## src/pkg/sevq_cfg.svh

```systemverilog
// register offsets, field positions, reset values and codes of the event reporter
`ifndef SEVQ_CFG_SVH
`define SEVQ_CFG_SVH
`define SEVQ_OFF_CTRL 12'h000
`define SEVQ_OFF_SUBMASK 12'h004
`define SEVQ_OFF_INFO_SIZE 12'h008
`define SEVQ_OFF_INT_STS 12'h00C
`define SEVQ_OFF_INT_MASK 12'h010
`define SEVQ_OFF_STATUS 12'h014
`define SEVQ_CTRL_HOTPLUG 0
`define SEVQ_CTRL_LEGACY 1
`define SEVQ_CTRL_GUEST_BE 2
`define SEVQ_CTRL_THROTTLE 3
`define SEVQ_CTRL_RST 4'h0
`define SEVQ_SUBMASK_RST 32'h0000_0000
`define SEVQ_INFO_SIZE_RST 16'h0010
`define SEVQ_INT_RETURNED 0
`define SEVQ_INT_LOST 1
`define SEVQ_INT_REFUSED 2
`define SEVQ_INT_SHORT 3
`define SEVQ_INT_RST 4'h0
`define SEVQ_T_NO_EVENT 31'h0000_0000
`define SEVQ_T_TRANSPORT_RESET 31'h0000_0001
`define SEVQ_T_NOTIFY 31'h0000_0002
`define SEVQ_T_PARAM 31'h0000_0003
`define SEVQ_LOST_BIT 31
`define SEVQ_RSN_UNIT_RESET_PRESENT 32'h0000_0000
`define SEVQ_RSN_UNIT_APPEARED 32'h0000_0001
`define SEVQ_RSN_UNIT_GONE 32'h0000_0002
`define SEVQ_PERIPH_MMC 5'h05
`define SEVQ_KEY_ILLEGAL 4'h5
`define SEVQ_KEY_UNIT_ATTN 4'h6
`define SEVQ_ASC_GONE 8'h25
`define SEVQ_ASC_RESET 8'h29
`define SEVQ_ASC_APPEARED 8'h3F
`define SEVQ_ASCQ_APPEARED 8'h0E
`define SEVQ_REC_BYTES 16'h0010
`define SEVQ_LUN_UNIT_LO 16
`endif

```

## src/pkg/sevq_pkg.sv

```systemverilog
// types shared by the event reporter modules
package sevq_pkg;
  typedef enum logic [1:0] {
    SEVQ_KIND_RESET,
    SEVQ_KIND_NOTIFY,
    SEVQ_KIND_PARAM,
    SEVQ_KIND_BAD
  } sevq_kind_t;
  typedef enum logic [1:0] {
    SEVQ_IDLE,
    SEVQ_WRITE,
    SEVQ_RETURN
  } sevq_state_t;
endpackage

```

## src/hdl/sevq_word.sv

```systemverilog
// selects one 32-bit word of an event record and applies guest byte order
`timescale 1ns/1ps
`include "sevq_cfg.svh"
module sevq_word (
  // record fields
  input wire logic [1:0] idx,
  input wire logic [31:0] rec_type,
  input wire logic [63:0] rec_lun,
  input wire logic [31:0] rec_reason,
  input wire logic swap,
  // selected word
  output logic [31:0] word
);
  function automatic logic [31:0] bswap(input logic [31:0] w);
    bswap = {w[7:0], w[15:8], w[23:16], w[31:24]};
  endfunction

  // lun is a byte array, so it is never swapped; only the two integer words are
  always_comb begin
    unique case (idx)
      2'h0: word = swap ? bswap(rec_type) : rec_type;
      2'h1: word = rec_lun[31:0];
      2'h2: word = rec_lun[63:32];
      2'h3: word = swap ? bswap(rec_reason) : rec_reason;
    endcase
  end
endmodule

```

## src/hdl/sevq_sense.sv

```systemverilog
// maps an accepted event onto its equivalent sense key and codes
`timescale 1ns/1ps
`include "sevq_cfg.svh"
module sevq_sense
  import sevq_pkg::*;
(
  // event
  input wire sevq_pkg::sevq_kind_t kind,
  input wire logic [31:0] reason,
  input wire logic [7:0] asc_in,
  input wire logic [7:0] ascq_in,
  // sense
  output logic has_sense,
  output logic [3:0] key,
  output logic [7:0] asc,
  output logic [7:0] ascq
);
  always_comb begin
    has_sense = 1'b0;
    key = 4'h0;
    asc = 8'h00;
    ascq = 8'h00;
    if (kind == SEVQ_KIND_RESET) begin
      has_sense = 1'b1;
      if (reason == `SEVQ_RSN_UNIT_GONE) begin
        key = `SEVQ_KEY_ILLEGAL;
        asc = `SEVQ_ASC_GONE;
      end else if (reason == `SEVQ_RSN_UNIT_APPEARED) begin
        key = `SEVQ_KEY_UNIT_ATTN;
        asc = `SEVQ_ASC_APPEARED;
        ascq = `SEVQ_ASCQ_APPEARED;
      end else begin
        key = `SEVQ_KEY_UNIT_ATTN;
        asc = `SEVQ_ASC_RESET;
      end
    end else if (kind == SEVQ_KIND_PARAM) begin
      // unit attention carries the same codes as the event
      has_sense = 1'b1;
      key = `SEVQ_KEY_UNIT_ATTN;
      asc = asc_in;
      ascq = ascq_in;
    end
  end
endmodule

```

## src/hdl/sevq_top.sv

```systemverilog
// event queue reporter of a virtual SCSI host adapter, with APB registers
// Summary of operation
// - unit reset, appearance or removal writes a type 1 record with lun and reason.
// - reset reason is 0 reset-present, 1 appeared, 2 gone.
// - gone and appeared reasons are refused unless hot plug was negotiated.
// - gone or appeared for unit 0 may cover the whole target.
// - reset events also give sense: 5/25/00, 6/29, 6/3F/0E.
// - notify writes type 2, lun and reason limited to subscribed events.
// - parameter change writes type 3, asc in bits 7:0, ascq in 15:8.
// - parameter change also raises unit attention with the same codes.
// - no parameter change event for units of peripheral type 5.
// - lost events set bit 31 of the type word, maybe in a no-event record.
// - legacy mode writes integer fields in guest native byte order.
// - events are not queued; with no buffer they drop, or throttle stalls them.
// - a buffer shorter than the advertised size is used at once with type 0.
`timescale 1ns/1ps
`include "sevq_cfg.svh"
module sevq_top
  import sevq_pkg::*;
(
  // clock and reset
  input wire logic pclk,
  input wire logic presetn,
  // apb slave
  input wire logic psel,
  input wire logic penable,
  input wire logic pwrite,
  input wire logic [11:0] paddr,
  input wire logic [31:0] pwdata,
  output logic [31:0] prdata,
  output logic pready,
  output logic pslverr,
  // event source
  input wire logic evt_valid,
  input wire sevq_pkg::sevq_kind_t evt_kind,
  input wire logic [63:0] evt_lun,
  input wire logic [31:0] evt_reason,
  input wire logic [7:0] evt_asc,
  input wire logic [7:0] evt_ascq,
  input wire logic [4:0] evt_periph,
  output logic evt_ready,
  // posted event buffers
  input wire logic buf_valid,
  input wire logic [15:0] buf_len,
  output logic buf_ready,
  // record write and buffer return
  output logic wr_valid,
  output logic [1:0] wr_idx,
  output logic [31:0] wr_data,
  output logic ret_valid,
  output logic [15:0] ret_len,
  // sense reflection
  output logic sense_valid,
  output logic [3:0] sense_key,
  output logic [7:0] sense_asc,
  output logic [7:0] sense_ascq,
  output logic [63:0] sense_lun,
  output logic sense_whole_target,
  // interrupt
  output logic irq
);
  import sevq_pkg::*;

  logic [3:0] ctrl_reg, ctrl_next;
  logic [31:0] submask_reg, submask_next;
  logic [15:0] info_reg, info_next;
  logic [3:0] ists_reg, ists_next;
  logic [3:0] imask_reg, imask_next;
  logic [15:0] drops_reg, drops_next;
  logic [31:0] prdata_reg, prdata_next;
  logic pready_reg, pready_next, pslverr_reg, pslverr_next, irq_reg;
  sevq_state_t state_reg, state_next;
  logic [1:0] cnt_reg, cnt_next;
  logic lost_reg, lost_next, have_buf_reg, have_buf_next;
  logic [31:0] rec_type_reg, rec_type_next, rec_reason_reg, rec_reason_next;
  logic [63:0] rec_lun_reg, rec_lun_next;
  logic evt_ready_reg, buf_ready_reg, wr_valid_reg, ret_valid_reg;
  logic [1:0] wr_idx_reg;
  logic [31:0] wr_data_reg, word;
  logic sense_valid_reg, sense_whole_reg;
  logic [3:0] sense_key_reg;
  logic [7:0] sense_asc_reg, sense_ascq_reg;
  logic [63:0] sense_lun_reg;
  logic has_sense;
  logic [3:0] s_key;
  logic [7:0] s_asc, s_ascq;
  logic evt_take, buf_take, short_buf, avail, refuse, ok_evt, drop, load;
  logic [31:0] evt_word_reason, notify_reason;
  logic [3:0] ev;
  logic apb_wr, apb_rd;

  // apb: one wait state, so every answer comes from a flop
  assign apb_wr = psel & penable & pready_reg & pwrite;
  assign apb_rd = psel & penable & ~pready_reg & ~pwrite;

  function automatic logic mapped(input logic [11:0] a);
    mapped = (a == `SEVQ_OFF_CTRL) || (a == `SEVQ_OFF_SUBMASK) ||
             (a == `SEVQ_OFF_INFO_SIZE) || (a == `SEVQ_OFF_INT_STS) ||
             (a == `SEVQ_OFF_INT_MASK) || (a == `SEVQ_OFF_STATUS);
  endfunction

  // event and buffer acceptance
  assign evt_take = evt_valid & evt_ready_reg;
  assign buf_take = buf_valid & buf_ready_reg;
  assign short_buf = buf_take & (buf_len < info_reg);
  assign avail = have_buf_reg | (buf_take & ~short_buf);
  assign notify_reason = evt_reason & submask_reg;

  // events that the rules forbid are refused, never counted as lost
  always_comb begin
    refuse = 1'b0;
    evt_word_reason = evt_reason;
    unique case (evt_kind)
      SEVQ_KIND_RESET: begin
        if (evt_reason > `SEVQ_RSN_UNIT_GONE) begin
          refuse = 1'b1;
        end
        if (!ctrl_reg[`SEVQ_CTRL_HOTPLUG] && evt_reason != `SEVQ_RSN_UNIT_RESET_PRESENT) begin
          refuse = 1'b1;
        end
      end
      SEVQ_KIND_NOTIFY: begin
        evt_word_reason = notify_reason;
        refuse = (notify_reason == 32'h0000_0000);
      end
      SEVQ_KIND_PARAM: begin
        evt_word_reason = {16'h0000, evt_ascq, evt_asc};
        refuse = (evt_periph == `SEVQ_PERIPH_MMC);
      end
      SEVQ_KIND_BAD: refuse = 1'b1;
    endcase
  end
  assign ok_evt = evt_take & ~refuse;

  sevq_sense u_sense (
    .kind(evt_kind),
    .reason(evt_reason),
    .asc_in(evt_asc),
    .ascq_in(evt_ascq),
    .has_sense(has_sense),
    .key(s_key),
    .asc(s_asc),
    .ascq(s_ascq)
  );

  sevq_word u_word (
    .idx(cnt_reg),
    .rec_type(rec_type_reg),
    .rec_lun(rec_lun_reg),
    .rec_reason(rec_reason_reg),
    .swap(ctrl_reg[`SEVQ_CTRL_LEGACY] & ctrl_reg[`SEVQ_CTRL_GUEST_BE]),
    .word(word)
  );

  // record engine: no internal queue, one buffer held at most
  always_comb begin
    state_next = state_reg;
    cnt_next = cnt_reg;
    lost_next = lost_reg;
    have_buf_next = avail;
    rec_type_next = rec_type_reg;
    rec_lun_next = rec_lun_reg;
    rec_reason_next = rec_reason_reg;
    drop = 1'b0;
    load = 1'b0;
    unique case (state_reg)
      SEVQ_IDLE: begin
        if (short_buf) begin
          // short buffer consumed now; a same-cycle event is lost into it
          load = 1'b1;
          rec_type_next = {lost_reg | ok_evt, `SEVQ_T_NO_EVENT};
          rec_lun_next = 64'h0;
          rec_reason_next = 32'h0;
          drop = ok_evt;
        end else if (ok_evt && avail) begin
          load = 1'b1;
          unique case (evt_kind)
            SEVQ_KIND_RESET: rec_type_next = {lost_reg, `SEVQ_T_TRANSPORT_RESET};
            SEVQ_KIND_NOTIFY: rec_type_next = {lost_reg, `SEVQ_T_NOTIFY};
            default: rec_type_next = {lost_reg, `SEVQ_T_PARAM};
          endcase
          rec_lun_next = evt_lun;
          rec_reason_next = evt_word_reason;
        end else if (ok_evt) begin
          drop = 1'b1;
          lost_next = 1'b1;
        end else if (avail && lost_reg) begin
          load = 1'b1;
          rec_type_next = {1'b1, `SEVQ_T_NO_EVENT};
          rec_lun_next = 64'h0;
          rec_reason_next = 32'h0;
        end
        if (load) begin
          state_next = SEVQ_WRITE;
          cnt_next = 2'h0;
          lost_next = 1'b0;
          have_buf_next = 1'b0;
        end
      end
      SEVQ_WRITE: begin
        // four words in record order, then hand the buffer back
        cnt_next = cnt_reg + 2'h1;
        if (cnt_reg == 2'h3) begin
          state_next = SEVQ_RETURN;
        end
      end
      SEVQ_RETURN: state_next = SEVQ_IDLE;
    endcase
  end

  always_ff @(posedge pclk or negedge presetn) begin
    if (!presetn) begin
      state_reg <= SEVQ_IDLE;
      cnt_reg <= 2'h0;
      lost_reg <= 1'b0;
      have_buf_reg <= 1'b0;
      rec_type_reg <= 32'h0000_0000;
      rec_lun_reg <= 64'h0000_0000_0000_0000;
      rec_reason_reg <= 32'h0000_0000;
    end else begin
      state_reg <= state_next;
      cnt_reg <= cnt_next;
      lost_reg <= lost_next;
      have_buf_reg <= have_buf_next;
      rec_type_reg <= rec_type_next;
      rec_lun_reg <= rec_lun_next;
      rec_reason_reg <= rec_reason_next;
    end
  end

  // registers; hardware set wins over the w1c clear
  assign ev = {short_buf, evt_take & refuse, drop, state_reg == SEVQ_RETURN};
  always_comb begin
    ctrl_next = ctrl_reg;
    submask_next = submask_reg;
    info_next = info_reg;
    imask_next = imask_reg;
    ists_next = ists_reg;
    drops_next = drop ? drops_reg + 16'h0001 : drops_reg;
    prdata_next = 32'h0000_0000;
    pready_next = psel & penable & ~pready_reg;
    pslverr_next = psel & penable & ~pready_reg & ~mapped(paddr);
    if (apb_wr) begin
      unique case (paddr)
        `SEVQ_OFF_CTRL: ctrl_next = pwdata[3:0];
        `SEVQ_OFF_SUBMASK: submask_next = pwdata;
        `SEVQ_OFF_INFO_SIZE: info_next = pwdata[15:0];
        `SEVQ_OFF_INT_STS: ists_next = ists_reg & ~pwdata[3:0];
        `SEVQ_OFF_INT_MASK: imask_next = pwdata[3:0];
        default: ;
      endcase
    end
    ists_next = ists_next | ev;
    if (apb_rd) begin
      unique case (paddr)
        `SEVQ_OFF_CTRL: prdata_next = {28'h0, ctrl_reg};
        `SEVQ_OFF_SUBMASK: prdata_next = submask_reg;
        `SEVQ_OFF_INFO_SIZE: prdata_next = {16'h0, info_reg};
        `SEVQ_OFF_INT_STS: prdata_next = {28'h0, ists_reg};
        `SEVQ_OFF_INT_MASK: prdata_next = {28'h0, imask_reg};
        `SEVQ_OFF_STATUS: prdata_next = {drops_reg, 13'h0, state_reg != SEVQ_IDLE,
                                         have_buf_reg, lost_reg};
        default: prdata_next = 32'h0000_0000;
      endcase
    end
  end

  always_ff @(posedge pclk or negedge presetn) begin
    if (!presetn) begin
      ctrl_reg <= `SEVQ_CTRL_RST;
      submask_reg <= `SEVQ_SUBMASK_RST;
      info_reg <= `SEVQ_INFO_SIZE_RST;
      ists_reg <= `SEVQ_INT_RST;
      imask_reg <= `SEVQ_INT_RST;
      drops_reg <= 16'h0000;
      prdata_reg <= 32'h0000_0000;
      pready_reg <= 1'b0;
      pslverr_reg <= 1'b0;
      irq_reg <= 1'b0;
    end else begin
      ctrl_reg <= ctrl_next;
      submask_reg <= submask_next;
      info_reg <= info_next;
      ists_reg <= ists_next;
      imask_reg <= imask_next;
      drops_reg <= drops_next;
      prdata_reg <= prdata_next;
      pready_reg <= pready_next;
      pslverr_reg <= pslverr_next;
      irq_reg <= |(ists_next & imask_next);
    end
  end

  // port flops; ready looks one state ahead so no take lands mid-record
  always_ff @(posedge pclk or negedge presetn) begin
    if (!presetn) begin
      evt_ready_reg <= 1'b0;
      buf_ready_reg <= 1'b0;
      wr_valid_reg <= 1'b0;
      wr_idx_reg <= 2'h0;
      wr_data_reg <= 32'h0000_0000;
      ret_valid_reg <= 1'b0;
      sense_valid_reg <= 1'b0;
      sense_key_reg <= 4'h0;
      sense_asc_reg <= 8'h00;
      sense_ascq_reg <= 8'h00;
      sense_lun_reg <= 64'h0000_0000_0000_0000;
      sense_whole_reg <= 1'b0;
    end else begin
      evt_ready_reg <= (state_next == SEVQ_IDLE) &
                       ~(ctrl_next[`SEVQ_CTRL_THROTTLE] & ~have_buf_next);
      buf_ready_reg <= (state_next == SEVQ_IDLE) & ~have_buf_next;
      wr_valid_reg <= (state_reg == SEVQ_WRITE);
      wr_idx_reg <= cnt_reg;
      wr_data_reg <= word;
      ret_valid_reg <= (state_reg == SEVQ_RETURN);
      sense_valid_reg <= ok_evt & has_sense;
      sense_key_reg <= s_key;
      sense_asc_reg <= s_asc;
      sense_ascq_reg <= s_ascq;
      sense_lun_reg <= evt_lun;
      // unit 0 gone or appeared is widened to the whole target
      sense_whole_reg <= (evt_kind == SEVQ_KIND_RESET) &
                         (evt_reason != `SEVQ_RSN_UNIT_RESET_PRESENT) &
                         (evt_lun[`SEVQ_LUN_UNIT_LO +: 16] == 16'h0000);
    end
  end

  assign prdata = prdata_reg;
  assign pready = pready_reg;
  assign pslverr = pslverr_reg;
  assign evt_ready = evt_ready_reg;
  assign buf_ready = buf_ready_reg;
  assign wr_valid = wr_valid_reg;
  assign wr_idx = wr_idx_reg;
  assign wr_data = wr_data_reg;
  assign ret_valid = ret_valid_reg;
  assign ret_len = `SEVQ_REC_BYTES;
  assign sense_valid = sense_valid_reg;
  assign sense_key = sense_key_reg;
  assign sense_asc = sense_asc_reg;
  assign sense_ascq = sense_ascq_reg;
  assign sense_lun = sense_lun_reg;
  assign sense_whole_target = sense_whole_reg;
  assign irq = irq_reg;
endmodule

```

## config.mk

```make
export PLATFORM = sky130hd
export DESIGN_NAME = sevq_top
export DESIGN_NICKNAME = d
export VERILOG_FILES = /design/src/pkg/sevq_pkg.sv /design/src/hdl/sevq_word.sv /design/src/hdl/sevq_sense.sv /design/src/hdl/sevq_top.sv
export VERILOG_INCLUDE_DIRS = /design/src /design/src/pkg
export SDC_FILE = /design/constraint.sdc
export NUM_CORES = 1
export LEC_CHECK = 0
export ABC_AREA = 1
export BUFFER_PORTS_ARGS = -buffer_cell sky130_fd_sc_hd__buf_4
export CAP_MARGIN = 20
export CORE_MARGIN = 4
export CORE_UTILIZATION = 30
export DETAILED_ROUTE_END_ITERATION = 8
export GPL_ROUTABILITY_DRIVEN = 0
export PLACE_DENSITY = 0.49
export SLEW_MARGIN = 20
export SYNTH_ARGS = -nofsm -noshare
export SYNTH_HDL_FRONTEND = slang
export SYNTH_SLANG_ARGS = --single-unit
```

## constraint.sdc

```tcl
create_clock -name pclk -period 2.7 [get_ports pclk]
set_input_delay 0.135 -clock pclk [delete_from_list [all_inputs] [get_ports pclk]]
set_output_delay 0.135 -clock pclk [all_outputs]
set_load 0.01 [all_outputs]
```

Yosys cells after proc, flatten, opt, wreduce, memory -nomap -nowiden
Index checks and enable logic that the tools add are counted.
{"block": "totals", "reg_bits": 369, "input_bits": 186, "wordCells": 176}
{"block": "op_classes", "add_sub_neg": 2, "n_lt_le_gt_ge": 2, "n_eq_ne": 20, "muxes": 61, "bitwise": 33, "n_reduce_logical": 28}
{"op": "$mux 32", "count": 11}
{"op": "$mux 64", "count": 4}
{"op": "$pmux 32 s6", "count": 1}
{"op": "$pmux 32 s4", "count": 1}
{"op": "$pmux 32 s2", "count": 1}
{"op": "$mux 8", "count": 6}
{"op": "$and 32x32->32", "count": 1}
{"op": "$eq 32x1->1 const B", "count": 1}
{"op": "$eq 32x2->1 const B", "count": 1}
{"op": "$gt 32x2->1 const B", "count": 1}
{"op": "$logic_not 32->1", "count": 1}
{"op": "$mux 4", "count": 8}
{"op": "$reduce_bool 32->1", "count": 1}
{"op": "$eq 12x4->1 const B", "count": 2}
{"op": "$eq 12x5->1 const B", "count": 2}
{"op": "$and 1x1->1", "count": 19}
{"op": "$mux 1", "count": 19}
{"op": "$add 16x1->16 const B", "count": 1}
{"op": "$logic_not 16->1", "count": 1}
{"op": "$lt 16x16->1", "count": 1}
{"op": "$eq 12x3->1 const B", "count": 1}
{"op": "$logic_not 12->1", "count": 1}
{"op": "$eq 2x2->1 const B", "count": 5}
{"op": "$and 4x4->4", "count": 2}
{"op": "26 further kinds", "count": 54}

Depth between registers and ports, before layout
{"block": "logic_depth", "word_depth": 17, "mapped_depth": 19}

Modules after synthesis
A second synthesis with hierarchy kept.
{"block": "hier_totals", "cells_unflattened": 1953, "area_unflattened_um2": 16389.5}
{"mod": "sevq_top", "n_inst": 1, "cells_each": 1390, "area_per_inst_um2": 13815.8, "seq_area_each_um2": 8509.4}
{"mod": "sevq_word", "n_inst": 1, "cells_each": 455, "area_per_inst_um2": 2115.8, "seq_area_each_um2": 0.0}
{"mod": "sevq_sense", "n_inst": 1, "cells_each": 108, "area_per_inst_um2": 457.9, "seq_area_each_um2": 0.0}

Least setup slack after synthesis
OpenSTA, ideal clock, no wires.
{"block": "synth_path", "path_kind": "reg2reg", "from": "register info_reg[4]", "to": "register rec_lun_reg[10]", "setup_ps": 74, "arrival_time_ps": 2008, "slack_ps": 618, "stages_incl_launch_ff": 14, "path_buffers": 1, "synth_period_minus_slack_ps": 2082, "cell_sequence": "dfstp_2 inv_1 ha_1 nand2_1 nor2_1 nand2_1 nand2_1 nand2_1 nand3_1 nand2_1 nor2_4 clkbuf_1 nand2_1 o21ai_2"}
{"block": "synth_via", "elab_chain_len": 8, "word_cells_on_any_way": 12, "classes_between": "order compare: 1; eq/ne: 1; mux: 2; bitwise: 4; reduce/logical: 4"}
{"item": "start, declared", "line_no": "sevq_top.sv:66", "rtl": "logic [15:0] info_reg, info_next;"}
{"item": "start signal, assigned", "line_no": "sevq_top.sv:272", "rtl": "info_reg <= `SEVQ_INFO_SIZE_RST;"}
{"item": "start signal, assigned", "line_no": "sevq_top.sv:283", "rtl": "info_reg <= info_next;"}
{"item": "$lt 16x16->1 (*)", "line_no": "sevq_top.sv:105", "rtl": "assign short_buf = buf_take & (buf_len < info_reg);"}
{"item": "$and 1x1->1 (*)", "line_no": "sevq_top.sv:105"}
{"item": "$not 1->1", "line_no": "sevq_top.sv:106", "rtl": "assign avail = have_buf_reg | (buf_take & ~short_buf);"}
{"item": "$and 1x1->1", "line_no": "sevq_top.sv:106"}
{"item": "$or 1x1->1", "line_no": "sevq_top.sv:106"}
{"item": "$logic_and 1x1->1 (on tied branches)", "line_no": "sevq_top.sv:175, sevq_top.sv:187"}
{"item": "$ne 3x2->1 (no line) (tied with other cells)"}
{"item": "$reduce_and 3->1 (no line) / $mux 64 (equally long branches)"}
{"item": "end signal, assigned", "line_no": "sevq_top.sv:226", "rtl": "rec_lun_reg <= rec_lun_next;"}
{"item": "end, declared", "line_no": "sevq_top.sv:76", "rtl": "logic [63:0] rec_lun_reg, rec_lun_next;"}
Every way passes the cells marked *; elsewhere a longest branch is shown, timed or not.
A chain may end at the register's enable or synchronous reset.

Worst setup path in the final report
{"block": "layout_path", "from": "register info_reg[4]", "to": "register rec_lun_reg[13]"}
The elaborated chain is that of the path after synthesis.

==> flow_summary.json <==
{
  "cap_violations": 0,
  "die_x_um": 231.7,
  "nets": 2339,
  "ios": 361,
  "cts.htree.levels": 2,
  "clock_latency_ns": 0.56,
  "grt.total_usage": 0.1926,
  "final_util": 0.4315,
  "mostFrequentLayoutCell": "nand2_1",
  "yosysTopAreaCellShare": 0.5635,
  "setup_tns_ns": 0,
  "power_w": 0.01164,
  "antenna_found_initial": 7,
  "path_clk_slew_ns": 0.06,
  "cp_slowest_cell": "dfstp_2",
  "synth-seq-cells": 339,
  "syn_area_per_cell_um2": 9.192,
  "dp.cells": 2602,
  "yosysSeqAreaShare": 0.5652,
  "synthTopCellsByArea": "dfrtp_1 56%, nand2_1 13%, o21ai_2 4.3%",
  "layout_common_cells": "517 x nand2_1, 374 x buf_4, 338 x dfrtp_1",
  "die-area_um2": 53680,
  "synth_warnings": 0,
  "regToRegSetupSlack_ns": 0.25,
  "vdd_drop_max_mv": 0.3181,
  "p_per_area_nw_per_um2": 548.9,
  "maxSlewHeadroom": 0.4164,
  "wl_per_cell_um": 18.60,
  "nFillCells": 4836,
  "io_buffers": 343,
  "power_frac_comb": 0.077,
  "fin_cells": 2829,
  "drt-pass1-iter-count": 8,
  "status": "finished clean",
  "drive_above_1_share": 0.2590,
  "core-area_um2": 49150,
  "cts_root_buffer": "clkbuf_16",
  "vias": 13060,
  "timing.fmax_mhz": 408.3,
  "cp_cell_sequence": "inv_1, ha_1, nand2_1, nor2_1, nand2_1, nand2_1, nand2_1, nand2_1, nand2_1, nand2_1, nand2_1, nor2_4, buf_12, buf_12, nand2_1, o21ai_2",
  "worstPathRequired_ns": 3.18,
  "path_class": "flip-flop to flip-flop",
  "arrival_ns": 2.93,
  "synthToLayoutAreaGrowth_pct": 41.30,
  "synth.cell_area_um2": 15010,
  "grt_max_degree": 75,
  "cts_tree": "built",
  "async_flop_share": 1.000,
  "gr-total-overflow": 0,
  "grt_pass1_vias": 13430,
  "min_period_over_period": 0.9070,
  "worst_pin_slew_ns": 0.8744,
  "vias_per_cell": 4.616,
  "fin_crit_ns": 2.449,
  "synth_edf_count": 0,
  "ant_nets": 0,
  "leakage_nw": 9.880,
  "switching_share": 0.2307,
  "wl_um": 52630,
  "cts.sinks": 339,
  "yosysUniqueCellTypes": 44,
  "dp_hpwl_um": 39020,
  "rsz0062_at_grt": "no",
  "synth_cells": 1633,
  "chipHeight_um": 231.7,
  "power_switching_w": 0.002686,
  "finalHoldViolations": 0,
  "hold_slack_ns": 0.03931,
  "worst_setup_path_end_kind": "flip-flop",
  "num_rows": 81,
  "drt_iter0_markers": 883,
  "yosys.area.top_type": "dfrtp_1",
  "p_seq_frac": 0.444,
  "critPathMaxStageDelay_ns": 0.55,
  "worst-path-max-fanout": 22,
  "route.detailed.drc": 0,
  "drv_slew": 0,
  "clk_path_buf_depth": 3,
  "synthFlopType": "dfrtp_1",
  "p_clk_frac": 0.479,
  "initial_utilization": 0.3054,
  "hold_path_class": "primary input to flip-flop",
  "cpMostUsedCell": "nand2_1",
  "setup_viol": 0,
  "grt_pass1_wl_um": 80220,
  "cts_buffers": 41,
  "start_kind": "flip-flop",
  "power.internal_w": 0.008957,
  "skew_ns": 0.02289
}
[synthesized netlist by cell type (2+ instances only)]
cell type	count
nand4_1	9
a32o_1	3
nor4_1	3
conb_1	2
o21ai_2	73
buf_1	5
a21oi_1	80
o21ai_1	27
inv_1	124
nand2_2	4
o221ai_1	15
o22ai_1	22
xnor2_1	4
o21bai_1	2
ha_1	27
nand2_1	518
a31oi_1	27
buf_2	8
nor3_1	13
o21ai_0	91
xor2_1	9
clkbuf_1	43
nor2_1	78
buf_4	20
o211ai_1	3
dfrtp_1	338
buf_6	20
inv_2	3
o21a_1	2
nor2_2	4
mux2_2	16
nand3_1	28
[metal layers]
layer  vias up  part of all wire  global-route usage  routed length, um
met5         -           0.00051                   0                 27
met2       419              0.46              0.3113              24260
li1       6302                 -                   -                  -
met1      6258              0.45              0.2619              23600
met3        77             0.069             0.04376               3612
met4         4             0.021             0.05249               1124
[cell families (layout without fill, tap and decap cells)]
kind of cell | after synthesis | after routing | share of synthesized area
muxes | 16 | 16 | 0.01200
DFF | 339 | 339 | 0.5652
and+or+nand+nor | 661 | 662 | 0.1739
xor gates and xnor gates | 13 | 13 | 0.007585
AOI/OAI and AO/OA | 351 | 351 | 0.1466
buffers and inverters | 224 | 733 | 0.07168
adders and majority gates | 27 | 27 | 0.02251
other | 2 | 24 | 0.0005003
[final cells by class]
type | count | area [um^2] | share of cell area
Timing Repair Buffer | 530 | 4484 | 0.2114
Clock inverter | 14 | 133.9 | 0.006312
Tap cell | 664 | 830.8 | 0.03917
Multi-Input combinational cell | 1086 | 5545 | 0.2614
Inverter | 128 | 480.5 | 0.02265
Clock buffer | 61 | 1234 | 0.05816
Sequential cell | 339 | 8484 | 0.4000
Antenna cell | 7 | 17.52 | 0.0008259
[stage by stage]
stage	worst slack, ns	area, um^2
floorplan	0.6179	15070
global placement	0.2278	18360
detailed placement	0.1547	18360
CTS	0.1883	21170
global route	0.0006848	21210
finish	0.2511	21210
[power by group through the flow]
stage	sequential, W	clock, W	combinational, W
2_1_floorplan	0.00529	0	0.000162
3_3_place_gp	0.00526	0	0.000730
3_5_place_dp	0.00526	0	0.000734
4_1_cts	0.00516	0.00577	0.000912
5_1_grt	0.00517	0.00596	0.000984
6_report	0.00516	0.00558	0.000897
[critical path, delay by kind of cell, from the launching register on]
kind | cells | cell delay [ns]
and+or+nand+nor | 11 | 1.02
buffers and inverters | 3 | 0.39
adders and majority gates | 1 | 0.26
DFF | 1 | 0.55
AOI/OAI and AO/OA | 1 | 0.14
[final timing paths]
path	from	to	depth (start not counted)
min reg2reg	cnt_reg[0]	wr_idx[0]	0
min in group asynchronous	presetn	sense_lun[28]	2
max reg2reg	info_reg[4]	rec_lun_reg[13]	16
max in group asynchronous	presetn	info_reg[4]	3
max	info_reg[4]	rec_lun_reg[13]	16
min	evt_reason[25]	rec_reason_reg[25]	5
[what timing repair did]
action                                 in CTS  in global routing
resized for setup                           0                  3
hold buffers                              144                  0
endpoints found under the hold margin     301                  0
buffers inserted                            0                  0
setup endpoints to repair                   0                 15
Power figures use the tool's default switching activity.
